--- config.mk ---
export PLATFORM = sky130hd
export DESIGN_NAME = qcm_top
export DESIGN_NICKNAME = d
export VERILOG_FILES = /design/src/rtl/qcm_pkg.sv /design/src/rtl/qcm_dir.sv /design/src/rtl/qcm_top.sv
export SDC_FILE = /design/constraint.sdc
export NUM_CORES = 1
export LEC_CHECK = 0
export BUFFER_PORTS_ARGS = -buffer_cell sky130_fd_sc_hd__buf_2
export CAP_MARGIN = 20
export CORE_AREA = 4 4 155 187
export DETAILED_ROUTE_END_ITERATION = 12
export DIE_AREA = 0 0 159 191
export PLACE_DENSITY_LB_ADDON = 0.2
export SYNTH_ARGS = -nofsm -noshare
export SYNTH_HDL_FRONTEND = slang
export SYNTH_HIERARCHICAL = 1
export SYNTH_SLANG_ARGS = --single-unit
--- constraint.sdc ---
create_clock -name sys_clk -period 5.51 [get_ports sys_clk]
set_clock_uncertainty 0.1 [all_clocks]
set_input_delay 0.551 -clock sys_clk [delete_from_list [all_inputs] [get_ports sys_clk]]
set_output_delay 0.551 -clock sys_clk [all_outputs]
set_load 0.02 [all_outputs]
--- src/rtl/qcm_pkg.sv ---
// qcm_pkg: constants and carrier types for the queue congestion monitor
// assumes one register-domain clock and plain-port configuration
package qcm_pkg;
    localparam int CNT_W  = 16;
    localparam int DEPTH_W = 8;
    localparam int TMR_W  = 16;
    localparam logic [CNT_W-1:0] CNT_RST = 16'h0000;
    localparam logic [CNT_W-1:0] CNT_MAX = 16'hffff;
    localparam logic [TMR_W-1:0] TMR_RST = 16'h0000;
    localparam logic [TMR_W-1:0] TMR_ONE = 16'h0001;

    // per-direction configuration
    typedef struct packed {
        logic [DEPTH_W-1:0] depth_level;
        logic [TMR_W-1:0]   tick_interval_setting;
        logic [TMR_W-1:0]   decay_interval_setting;
        logic [CNT_W-1:0]   pressure_alarm_level;
    } qcm_cfg_t;

    // per-direction status
    typedef struct packed {
        logic [CNT_W-1:0] pressure_score;
        logic [CNT_W-1:0] over_level_tick_count;
    } qcm_stat_t;
endpackage

--- src/rtl/qcm_dir.sv ---
// qcm_dir: pressure score and over-level tick logic for one queue direction
// assumes packet-done strobes and queue count come from the same clock
`timescale 1ns/1ps
module qcm_dir
    import qcm_pkg::*;
(
    input  wire logic               sys_clk,
    input  wire logic               nrst,
    input  wire qcm_cfg_t           cfg,
    input  wire logic               pkt_done,
    input  wire logic [DEPTH_W-1:0] queue_count,
    input  wire logic               bias_tick,
    input  wire logic               score_clear,
    input  wire logic               tick_count_read,
    output qcm_stat_t               stat,
    output logic                    over_alarm
);
    logic [TMR_W-1:0] per_tmr_reg;
    logic [TMR_W-1:0] dec_tmr_reg;
    logic             per_tick;
    logic             dec_tick;
    logic [CNT_W-1:0] score_reg;
    logic [CNT_W-1:0] score_next;
    logic [CNT_W-1:0] ticks_reg;
    logic             inc;
    logic [1:0]       ndec;

    // ------------------------------------------------------------
    // tick timers
    // ------------------------------------------------------------
    // timer restart
    assign per_tick = (cfg.tick_interval_setting != TMR_RST) &&
                      (per_tmr_reg + TMR_ONE >= cfg.tick_interval_setting);
    assign dec_tick = (cfg.decay_interval_setting != TMR_RST) &&
                      (dec_tmr_reg + TMR_ONE >= cfg.decay_interval_setting);

    always_ff @(posedge sys_clk) begin
        if (!nrst || per_tick) begin
            per_tmr_reg <= TMR_RST;
        end else if (cfg.tick_interval_setting != TMR_RST) begin
            per_tmr_reg <= per_tmr_reg + TMR_ONE;
        end
    end

    always_ff @(posedge sys_clk) begin
        if (!nrst || dec_tick) begin
            dec_tmr_reg <= TMR_RST;
        end else if (cfg.decay_interval_setting != TMR_RST) begin
            dec_tmr_reg <= dec_tmr_reg + TMR_ONE;
        end
    end

    // ------------------------------------------------------------
    // pressure score
    // ------------------------------------------------------------
    // over-level test
    assign inc  = pkt_done && (queue_count > cfg.depth_level);
    assign ndec = {1'b0, dec_tick} + {1'b0, bias_tick};

    always_comb begin
        score_next = score_reg;
        if (inc && score_next != CNT_MAX) begin
            score_next = score_next + 16'h0001;
        end
        if (score_next >= {14'h0000, ndec}) begin
            score_next = score_next - {14'h0000, ndec};
        end else begin
            score_next = CNT_RST;
        end
    end

    always_ff @(posedge sys_clk) begin
        if (!nrst) begin
            score_reg <= CNT_RST;
        end else if (score_clear) begin
            score_reg <= CNT_RST;
        end else begin
            score_reg <= score_next;
        end
    end

    // ------------------------------------------------------------
    // over-level tick count
    // ------------------------------------------------------------
    always_ff @(posedge sys_clk) begin
        if (!nrst) begin
            ticks_reg <= CNT_RST;
        end else if (per_tick && score_reg != CNT_RST && ticks_reg != CNT_MAX) begin
            ticks_reg <= tick_count_read ? 16'h0001 : ticks_reg + 16'h0001;
        end else if (tick_count_read) begin
            ticks_reg <= CNT_RST;
        end
    end

    assign stat.pressure_score        = score_reg;
    assign stat.over_level_tick_count = ticks_reg;
    assign over_alarm = score_reg > cfg.pressure_alarm_level;

    AST_DIR_CLEAR: assert property (@(posedge sys_clk) disable iff (!nrst)
        score_clear |=> score_reg == CNT_RST)
        else $error("score not cleared");
    AST_DIR_INC: assert property (@(posedge sys_clk) disable iff (!nrst)
        (inc && !score_clear && ndec == 2'b00 && score_reg != CNT_MAX)
        |=> score_reg == $past(score_reg) + 16'h0001)
        else $error("score missed inc");
    AST_DIR_DEC: assert property (@(posedge sys_clk) disable iff (!nrst)
        (dec_tick && !inc && !bias_tick && !score_clear && score_reg != CNT_RST)
        |=> score_reg == $past(score_reg) - 16'h0001)
        else $error("score missed decay");
    AST_DIR_BIAS: assert property (@(posedge sys_clk) disable iff (!nrst)
        (bias_tick && !dec_tick && !inc && !score_clear && score_reg != CNT_RST)
        |=> score_reg == $past(score_reg) - 16'h0001)
        else $error("score missed bias");
    AST_DIR_TICK: assert property (@(posedge sys_clk) disable iff (!nrst)
        (per_tick && score_reg != CNT_RST && !tick_count_read && ticks_reg != CNT_MAX)
        |=> ticks_reg == $past(ticks_reg) + 16'h0001)
        else $error("tick count missed");
    AST_DIR_HOLD: assert property (@(posedge sys_clk) disable iff (!nrst)
        (!per_tick && !tick_count_read) |=> $stable(ticks_reg))
        else $error("tick count moved");
    AST_DIR_TMR: assert property (@(posedge sys_clk) disable iff (!nrst)
        per_tick |=> per_tmr_reg == TMR_RST)
        else $error("timer not restarted");
    COV_DIR_ALARM: cover property (@(posedge sys_clk) disable iff (!nrst) $rose(over_alarm));
endmodule // qcm_dir

--- src/rtl/qcm_top.sv ---
// qcm_top: per-port congestion monitor, egress and ingress copies plus reorder count
// assumes all strobes are on sys_clk; bias tick comes from the port error logic
`timescale 1ns/1ps
module qcm_top
    import qcm_pkg::*;
(
    input  wire logic               sys_clk,
    input  wire logic               nrst,
    input  wire qcm_cfg_t           eg_cfg,
    input  wire qcm_cfg_t           in_cfg,
    input  wire logic [CNT_W-1:0]   reorder_alarm_level,
    input  wire logic               eg_pkt_done,
    input  wire logic [DEPTH_W-1:0] eg_queue_count,
    input  wire logic               in_pkt_done,
    input  wire logic [DEPTH_W-1:0] in_queue_count,
    input  wire logic               bias_tick,
    input  wire logic               reorder_pick,
    input  wire logic               eg_flag_w1c,
    input  wire logic               in_flag_w1c,
    input  wire logic               rdr_flag_w1c,
    input  wire logic               eg_ticks_read,
    input  wire logic               in_ticks_read,
    input  wire logic               reorder_read,
    output qcm_stat_t               eg_stat,
    output qcm_stat_t               in_stat,
    output logic [CNT_W-1:0]        reorder_count,
    output logic                    egress_pressure_flag,
    output logic                    ingress_pressure_flag,
    output logic                    reorder_alarm_flag,
    output logic                    notify_req
);
    logic             eg_alarm;
    logic             in_alarm;
    logic [CNT_W-1:0] rdr_reg;
    logic             eg_flag_reg;
    logic             in_flag_reg;
    logic             rdr_flag_reg;
    logic             notify_reg;

    // ------------------------------------------------------------
    // direction copies
    // ------------------------------------------------------------
    qcm_dir u_egress (
        .sys_clk         (sys_clk),
        .nrst            (nrst),
        .cfg             (eg_cfg),
        .pkt_done        (eg_pkt_done),
        .queue_count     (eg_queue_count),
        .bias_tick       (bias_tick),
        .score_clear     (eg_flag_w1c),
        .tick_count_read (eg_ticks_read),
        .stat            (eg_stat),
        .over_alarm      (eg_alarm)
    );

    qcm_dir u_ingress (
        .sys_clk         (sys_clk),
        .nrst            (nrst),
        .cfg             (in_cfg),
        .pkt_done        (in_pkt_done),
        .queue_count     (in_queue_count),
        .bias_tick       (bias_tick),
        .score_clear     (in_flag_w1c),
        .tick_count_read (in_ticks_read),
        .stat            (in_stat),
        .over_alarm      (in_alarm)
    );

    // ------------------------------------------------------------
    // egress pressure flag
    // ------------------------------------------------------------
    // set on alarm
    // clear wins: the same write empties the score, so an alarm seen with it is stale
    always_ff @(posedge sys_clk) begin
        if (!nrst) begin
            eg_flag_reg <= 1'b0;
        end else if (eg_alarm && !eg_flag_w1c) begin
            eg_flag_reg <= 1'b1;
        end else if (eg_flag_w1c) begin
            eg_flag_reg <= 1'b0;
        end
    end

    AST_EG_FLAG: assert property (@(posedge sys_clk) disable iff (!nrst)
        (eg_alarm && !eg_flag_w1c) |=> egress_pressure_flag)
        else $error("eg flag not set");
    AST_EG_HOLD: assert property (@(posedge sys_clk) disable iff (!nrst)
        (egress_pressure_flag && !eg_flag_w1c) |=> egress_pressure_flag)
        else $error("eg flag dropped");
    AST_EG_RISE: assert property (@(posedge sys_clk) disable iff (!nrst)
        $rose(egress_pressure_flag) |-> $past(eg_alarm))
        else $error("eg flag set without alarm");
    AST_EG_CLR: assert property (@(posedge sys_clk) disable iff (!nrst)
        eg_flag_w1c |=> !egress_pressure_flag)
        else $error("eg flag not cleared");

    // ------------------------------------------------------------
    // ingress pressure flag
    // ------------------------------------------------------------
    // ingress flag
    always_ff @(posedge sys_clk) begin
        if (!nrst) begin
            in_flag_reg <= 1'b0;
        end else if (in_alarm && !in_flag_w1c) begin
            in_flag_reg <= 1'b1;
        end else if (in_flag_w1c) begin
            in_flag_reg <= 1'b0;
        end
    end

    AST_IN_FLAG: assert property (@(posedge sys_clk) disable iff (!nrst)
        (in_alarm && !in_flag_w1c) |=> ingress_pressure_flag)
        else $error("in flag not set");
    AST_IN_HOLD: assert property (@(posedge sys_clk) disable iff (!nrst)
        (ingress_pressure_flag && !in_flag_w1c) |=> ingress_pressure_flag)
        else $error("in flag dropped");
    AST_IN_RISE: assert property (@(posedge sys_clk) disable iff (!nrst)
        $rose(ingress_pressure_flag) |-> $past(in_alarm))
        else $error("in flag set without alarm");
    AST_IN_CLR: assert property (@(posedge sys_clk) disable iff (!nrst)
        in_flag_w1c |=> !ingress_pressure_flag)
        else $error("in flag not cleared");
    COV_IN: cover property (@(posedge sys_clk) disable iff (!nrst) $rose(ingress_pressure_flag));

    // ------------------------------------------------------------
    // in-band notification request
    // ------------------------------------------------------------
    // notify on rise
    always_ff @(posedge sys_clk) begin
        if (!nrst) begin
            notify_reg <= 1'b0;
        end else begin
            notify_reg <= eg_alarm && !eg_flag_w1c && !eg_flag_reg;
        end
    end

    AST_NOTIFY: assert property (@(posedge sys_clk) disable iff (!nrst)
        notify_req |-> $rose(egress_pressure_flag))
        else $error("stray notify");
    AST_NOTIFY_RISE: assert property (@(posedge sys_clk) disable iff (!nrst)
        $rose(egress_pressure_flag) |-> notify_req)
        else $error("notify missed");
    AST_NOTIFY_ONE: assert property (@(posedge sys_clk) disable iff (!nrst)
        notify_req |=> !notify_req)
        else $error("notify longer than one cycle");
    COV_NOTIFY: cover property (@(posedge sys_clk) disable iff (!nrst) notify_req);

    // ------------------------------------------------------------
    // reorder count
    // ------------------------------------------------------------
    // a read in the same cycle as a pick keeps that pick unless the count is at CNT_MAX
    always_ff @(posedge sys_clk) begin
        if (!nrst) begin
            rdr_reg <= CNT_RST;
        end else if (reorder_pick && rdr_reg != CNT_MAX) begin
            rdr_reg <= reorder_read ? 16'h0001 : rdr_reg + 16'h0001;
        end else if (reorder_read) begin
            rdr_reg <= CNT_RST;
        end
    end

    AST_RDR_INC: assert property (@(posedge sys_clk) disable iff (!nrst)
        (reorder_pick && !reorder_read && rdr_reg != CNT_MAX)
        |=> rdr_reg == $past(rdr_reg) + 16'h0001)
        else $error("reorder missed");
    AST_RDR_READ: assert property (@(posedge sys_clk) disable iff (!nrst)
        (reorder_read && !reorder_pick) |=> reorder_count == CNT_RST)
        else $error("reorder count not cleared by read");
    AST_RDR_SAT: assert property (@(posedge sys_clk) disable iff (!nrst)
        (rdr_reg == CNT_MAX && !reorder_read) |=> rdr_reg == CNT_MAX)
        else $error("wrap");

    // ------------------------------------------------------------
    // reorder alarm flag
    // ------------------------------------------------------------
    // reorder alarm
    // the level test wins, so a write drops the flag only once the count is at or below reorder_alarm_level
    always_ff @(posedge sys_clk) begin
        if (!nrst) begin
            rdr_flag_reg <= 1'b0;
        end else if (rdr_reg > reorder_alarm_level) begin
            rdr_flag_reg <= 1'b1;
        end else if (rdr_flag_w1c) begin
            rdr_flag_reg <= 1'b0;
        end
    end

    AST_RDR_FLAG: assert property (@(posedge sys_clk) disable iff (!nrst)
        (rdr_reg > reorder_alarm_level) |=> reorder_alarm_flag)
        else $error("rdr flag");
    AST_RDR_HOLD: assert property (@(posedge sys_clk) disable iff (!nrst)
        (reorder_alarm_flag && !rdr_flag_w1c) |=> reorder_alarm_flag)
        else $error("rdr flag dropped");
    AST_RDR_FALL: assert property (@(posedge sys_clk) disable iff (!nrst)
        $fell(reorder_alarm_flag) |-> $past(rdr_flag_w1c))
        else $error("rdr flag fell without write");
    AST_RDR_CLR: assert property (@(posedge sys_clk) disable iff (!nrst)
        (rdr_flag_w1c && rdr_reg <= reorder_alarm_level) |=> !reorder_alarm_flag)
        else $error("rdr flag not cleared");
    COV_RDR: cover property (@(posedge sys_clk) disable iff (!nrst) $rose(reorder_alarm_flag));

    // ------------------------------------------------------------
    // outputs
    // ------------------------------------------------------------
    assign reorder_count         = rdr_reg;
    assign egress_pressure_flag  = eg_flag_reg;
    assign ingress_pressure_flag = in_flag_reg;
    assign reorder_alarm_flag    = rdr_flag_reg;
    assign notify_req            = notify_reg;

    // outputs read zero one cycle after a sampled reset
    AST_RST: assert property (@(posedge sys_clk)
        !nrst |=> (eg_stat == '0
            && in_stat == '0
            && reorder_count == CNT_RST
            && !egress_pressure_flag
            && !ingress_pressure_flag
            && !reorder_alarm_flag
            && !notify_req))
        else $error("outputs not cleared by reset");
endmodule // qcm_top
==> results.json, run 1 <==
{
  "status": "complete, no violations",
  "yosys_warnings": 6,
  "fp.coreArea_um2": 27000,
  "die_width_um": 159,
  "hpwl_um": 24100,
  "drt_wl_total_um": 30330,
  "yosysTopAreaCell": "dfxtp_1",
  "clkTransAtPathRegs_ns": 0.06,
  "grt_pass1_vias": 10893,
  "place.gp.congestion": 0.8327,
  "hold_class": "input pin to flip-flop",
  "insertion_delay_ns": 0.42,
  "nNetsFinal": 2048,
  "max_slew_margin_pct": 29.69,
  "irDropWorstVdd_mv": 0.1519,
  "die_h_um": 191,
  "crit_family": "simple AND/OR/NAND/NOR gates",
  "start_util_pct": 44.99,
  "worstSetupEndpointType": "flip-flop",
  "die-area_um2": 30370,
  "cts_hold_buf": 0,
  "power_density_nw_per_um2": 221.6,
  "worstMarginPinSlew_ns": 1.055,
  "period_share_pct": 91.64,
  "critPathKind": "flip-flop to flip-flop",
  "synthTopCellsByArea": "dfxtp_1, ha_1, xor2_1",
  "setup_viol": 0,
  "rsz0062_at_grt": "false",
  "numClockSinks": 148,
  "grt_overflow_total": 0,
  "drc": 0,
  "antenna_found_initial": 0,
  "dpl_worst_slack_ns": 0.2894,
  "drive_above_1_share_pct": 19.51,
  "synth_edf_count": 0,
  "ant_nets": 0,
  "ys_async_sr_fraction_pct": 0,
  "yosysSeqAreaShare_pct": 24.39,
  "drv_cap": 0,
  "antennaDiodeCount": 0,
  "hold_ws_ns": 0.2467,
  "crit_required_ns": 5.71,
  "avgSynthCellArea_um2": 7.955,
  "critPathMaxStageDelay_ns": 0.40,
  "ys_ff_latch": 148,
  "rows": 66,
  "syn-cell-area_um2": 12150,
  "path_cells": "nand3_1 -> or2_2 -> nor2_2 -> and3_1 -> and3_1 -> and3_1 -> xor2_1 -> ha_1 -> a21oi_1 -> nor2b_1 -> o21ai_0 -> nand2b_1 -> a211o_1 -> o22ai_2 -> nor2_1 -> ha_1 -> ha_1 -> fa_1 -> o21a_4 -> nand3_4 -> o41ai_4 -> buf_4 -> nor2_1",
  "drt_iter0_markers": 565,
  "leakagePower_nw": 7.025,
  "worstPathArrival_ns": 5.25,
  "ys.flop_type": "dfxtp_1",
  "cp.buffers_inverters": 1,
  "h-tree-depth": 4,
  "hold_viol": 0,
  "period_minus_slack_ns": 5.049,
  "synthTopCellsByCount": "nor2_1, inv_1, dfxtp_1",
  "vias": 11194,
  "pin_count": 240,
  "synth_cells": 1527,
  "cts_tree": "yes",
  "clock-root-buffer": "clkbuf_16",
  "cts_inserted_buffers": 17,
  "port_buffers": 239,
  "dr.pass1.iters": 5,
  "yosys.area.top_type_share_pct": 24.39,
  "yosysMostFrequentCell": "nor2_1",
  "grt_pass1_wl_um": 50760,
  "startpoint_type": "flip-flop",
  "syn-num-nets": 1830,
  "clock.fmax_mhz": 198.0,
  "grt_use_total_pct": 19.50,
  "synthDistinctLibCells": 88,
  "slew_viol_final": 0,
  "area_delta_synth_final_pct": 16.66,
  "fin_setup_tns_ns": 0,
  "setup_slack_ns": 0.4606,
  "clk_path_buf_depth": 2,
  "worst-path-max-fanout": 10,
  "via_per_inst": 5.336,
  "worst_path_max_delay_cell": "dfxtp_1",
  "wl_per_cell_um": 14.46,
  "grt_max_degree": 34
}
report_power, final:
group / total, mW / internal, mW / switching [mW]
logic: 0.794 / 0.342 / 0.452
clock network: 1.15 / 0.651 / 0.495
registers: 1.20 / 1.11 / 0.0897
total: 3.14 / 2.10 / 1.04
timing repair:
action | in CTS | in global routing
resized for setup | 0 | 3
buffers inserted | 0 | 0
setup endpoints to repair | 0 | 16
metal layers:
layer	up-vias	global-route usage (%)	wire length [um]
li1	5724	-	-
met1	5220	23.76	13590
met2	230	36.02	15180
met3	20	3.386	1248
met4	0	4.240	317
met5	-	0	0
metrics by stage:
| step | cell area, um2 | power (mW) | instances | utilization (%) |
|---|---|---|---|---|
| floorplan | 12150 | 1.780 | 1527 | - |
| global placement | 13580 | 1.999 | 2066 | 50.27 |
| detailed placement | 13580 | 2.014 | 2066 | 50.27 |
| CTS | 14160 | 3.173 | 2098 | 52.44 |
| global route | 14170 | 3.323 | 2098 | 52.48 |
| finish | 14170 | 3.141 | 2098 | 52.48 |
path summary, 6_finish.rpt:
path	start	to	slack, ns	depth (start not counted)
worst max-delay path	u_ingress/dec_tmr_reg[0]	u_ingress/score_reg[2]	0.46	23
worst min-delay path	eg_flag_w1c	egress_pressure_flag	0.25	2
worst max register to register	u_ingress/dec_tmr_reg[0]	u_ingress/score_reg[2]	0.46	23
worst min register to register	egress_pressure_flag	notify_req	0.35	1
cell type report:
| type | count | area, um2 |
|---|---|---|
| Sequential cell | 148 | 2963 |
| Clock inverter | 13 | 141.4 |
| Multi-Input combinational cell | 1183 | 8396 |
| Fill cell | 2602 | 12830 |
| Clock buffer | 19 | 442.9 |
| Timing Repair Buffer | 245 | 1241 |
| Tap cell | 340 | 425.4 |
| Inverter | 150 | 563.0 |
cells in the final DEF (no fill, tap or decap), types with 13 or more instances in the layout:
cell,instances
nor2_1,159
or3_1,17
xnor2_1,89
inv_1,150
a21oi_1,68
a21o_1,30
o21ai_0,42
nand2_1,115
nand2b_1,15
ha_1,145
nand3_1,62
nor4_1,29
xor2_1,98
clkbuf_16,17
buf_2,239
nor3_1,24
and3_1,40
dfxtp_1,148
nor2_2,13
nand4_1,51
kinds of logic (layout without fill, tap and decap cells):
group | after synthesis | after routing | synth area share [%]
AND/OR/NAND/NOR | 609 | 609 | 26.33
buffers and inverters | 196 | 427 | 6.633
XOR/XNOR | 188 | 188 | 13.62
AO/OA/AOI/OAI | 224 | 224 | 12.39
adder cells (fa/ha/maj) | 147 | 147 | 15.26
multiplexers | 15 | 15 | 1.380
flip-flops | 148 | 148 | 24.39
Power figures use the tool's default switching activity.
==> run 2: changes to the inputs <==
--- a/config.mk
+++ b/config.mk
@@ -10,6 +10,8 @@
 export CORE_AREA = 4 4 155 187
 export DETAILED_ROUTE_END_ITERATION = 12
 export DIE_AREA = 0 0 159 191
+export GPL_ROUTABILITY_DRIVEN = 0
+export GPL_TIMING_DRIVEN = 0
 export PLACE_DENSITY_LB_ADDON = 0.2
 export SYNTH_ARGS = -nofsm -noshare
 export SYNTH_HDL_FRONTEND = slang
==> run 2 against run 1 <==
  * Wire length is 0.22% higher
  * Design area is 1.8% higher
  * Worst setup slack worse by 0.081 ns
  * Hold slack worse by 0.0057 ns
==> results.json, run 2 (synthesis gave the netlist of run 1 again) <==
{
  "grt_use_total_pct": 19.69,
  "fp.coreArea_um2": 27000,
  "finalNonFillerCells": 2141,
  "antennaDiodeCount": 0,
  "swShare_pct": 32.14,
  "slew_viol_final": 0,
  "final_cell_mix": "buf_2, nor2_1, inv_1",
  "pin_count": 240,
  "h-tree-depth": 4,
  "numClockSinks": 148,
  "pwr-share-clk_pct": 37.6,
  "finalCoreUtilization_pct": 53.43,
  "p_sw_mw": 1.038,
  "worstPathArrival_ns": 5.34,
  "period_share_pct": 93.12,
  "insertion_delay_ns": 0.42,
  "setup_viol": 0,
  "period_minus_slack_ns": 5.131,
  "dp.cells": 2106,
  "die_width_um": 159,
  "wl_per_cell_um": 14.20,
  "hold_viol": 0,
  "startpoint_type": "flip-flop",
  "antenna_found_initial": 0,
  "crit_required_ns": 5.72,
  "port_buffers": 239,
  "die_h_um": 191,
  "power_frac_seq_pct": 36.4,
  "drive_above_1_share_pct": 20.21,
  "start_util_pct": 44.99,
  "drc": 0,
  "hpwl_um": 24350,
  "vias": 11330,
  "clk_path_buf_depth": 2,
  "critPathKind": "flip-flop to flip-flop",
  "drv_cap": 0,
  "setup_slack_ns": 0.3791,
  "cell_internal_pwr_mw": 2.192,
  "comb_power_share_pct": 26.0,
  "worstMarginPinSlew_ns": 0.6101,
  "grt_pass1_wl_um": 51230,
  "nNetsFinal": 2091,
  "seq_area_um2": 2965,
  "drt_wl_total_um": 30400,
  "via_per_inst": 5.292,
  "leakagePower_nw": 7.150,
  "die-area_um2": 30370,
  "irDropWorstVdd_mv": 0.1592,
  "multi_input_area_um2": 8406,
  "rows": 66,
  "r2r_slack_ns": 0.38,
  "max_slew_margin_pct": 59.32,
  "clkTransAtPathRegs_ns": 0.07,
  "grt_pass1_vias": 10950,
  "final_common_cell": "buf_2",
  "cts_inserted_buffers": 17,
  "drt_iter0_markers": 460,
  "worstSetupEndpointType": "flip-flop",
  "power.total_mw": 3.230,
  "ant_nets": 0,
  "grt_overflow_total": 0,
  "dr.pass1.iters": 5,
  "grt_max_degree": 20,
  "rsz0062_at_grt": "false",
  "hold_class": "input pin to flip-flop",
  "status": "complete, no violations",
  "area_delta_synth_final_pct": 18.77,
  "clock-root-buffer": "clkbuf_16",
  "fill_cells": 2694,
  "worst-path-max-fanout": 10,
  "power_density_nw_per_um2": 223.9,
  "clock.fmax_mhz": 194.9,
  "dpl_worst_slack_ns": -0.09896,
  "cts_tree": "yes"
}
==> run 2: power groups by stage <==
stage / sequential (mW) / combinational [mW] / clock, mW
floorplan: 1.22 / 0.563 / 0
detailed placement: 1.20 / 0.825 / 0
global route: 1.19 / 0.941 / 1.30
CTS: 1.18 / 0.833 / 1.25
global placement: 1.20 / 0.811 / 0
finish: 1.18 / 0.838 / 1.21
==> run 2: final cells by class <==
cell class | instances | share of cell area (%)
clock inverter | 13 | 1.205
tap | 340 | 2.949
clock buffer | 19 | 3.001
timing repair buffer | 242 | 8.447
buffer | 46 | 1.682
multi-input combinational | 1183 | 58.26
sequential | 148 | 20.55
inverter | 150 | 3.903
==> run 2: final timing paths <==
| kind | to | depth (start not counted) | startpoint |
|---|---|---|---|
| worst max-delay path | u_ingress/score_reg[10] | 23 | u_ingress/dec_tmr_reg[1] |
| worst min-delay path | ingress_pressure_flag | 2 | in_flag_w1c |
| worst max register to register | u_ingress/score_reg[10] | 23 | u_ingress/dec_tmr_reg[1] |
| worst min register to register | notify_req | 1 | egress_pressure_flag |
==> run 2: critical path, cell delays in order (launching register included) <==
cell and delay, ns:
dfxtp_1 0.37, nand3_2 0.13, or2_2 0.36, nor2_2 0.19, and3_1 0.23, and3_2 0.22
and3_2 0.23, xor2_1 0.17, ha_1 0.26, a21oi_1 0.15, nor2b_1 0.06, o21ai_0 0.16
nand2b_1 0.14, a211o_1 0.33, o22ai_2 0.17, nor2_1 0.10, ha_1 0.30, ha_1 0.17
fa_2 0.23, o21a_4 0.18, nand3_4 0.11, o41ai_4 0.41, buf_6 0.21, nor2_1 0.06
==> run 2: layer usage <==
metal	up-vias	share of wire [%]	track usage [%]
met1	5215	45	23.93
met3	33	4.2	3.041
met4	0	1.4	5.576
met5	-	0	0
li1	5829	-	-
met2	253	50	36.10
==> run 2: repair_timing <==
| item | in CTS | in global routing |
|---|---|---|
| endpoints found under the setup margin | 10 | 16 |
| pin swaps | 1 | 2 |
| setup buffers | 2 | 1 |
| gates resized for setup | 0 | 11 |
| hold buffers | 0 | 0 |
==> run 2: per-stage QoR <==
| stage | cell area [um2] | setup TNS (ns) | hold slack, ns |
|---|---|---|---|
| after global routing | 14430 | 0 | 0.2213 |
| after CTS | 14390 | 0 | 0.2197 |
| after floorplan | 12150 | 0 | 0.3443 |
| after global placement | 13770 | -0.5566 | 0.3433 |
| final | 14430 | 0 | 0.2410 |
| after detailed placement | 13770 | -0.9215 | 0.3489 |
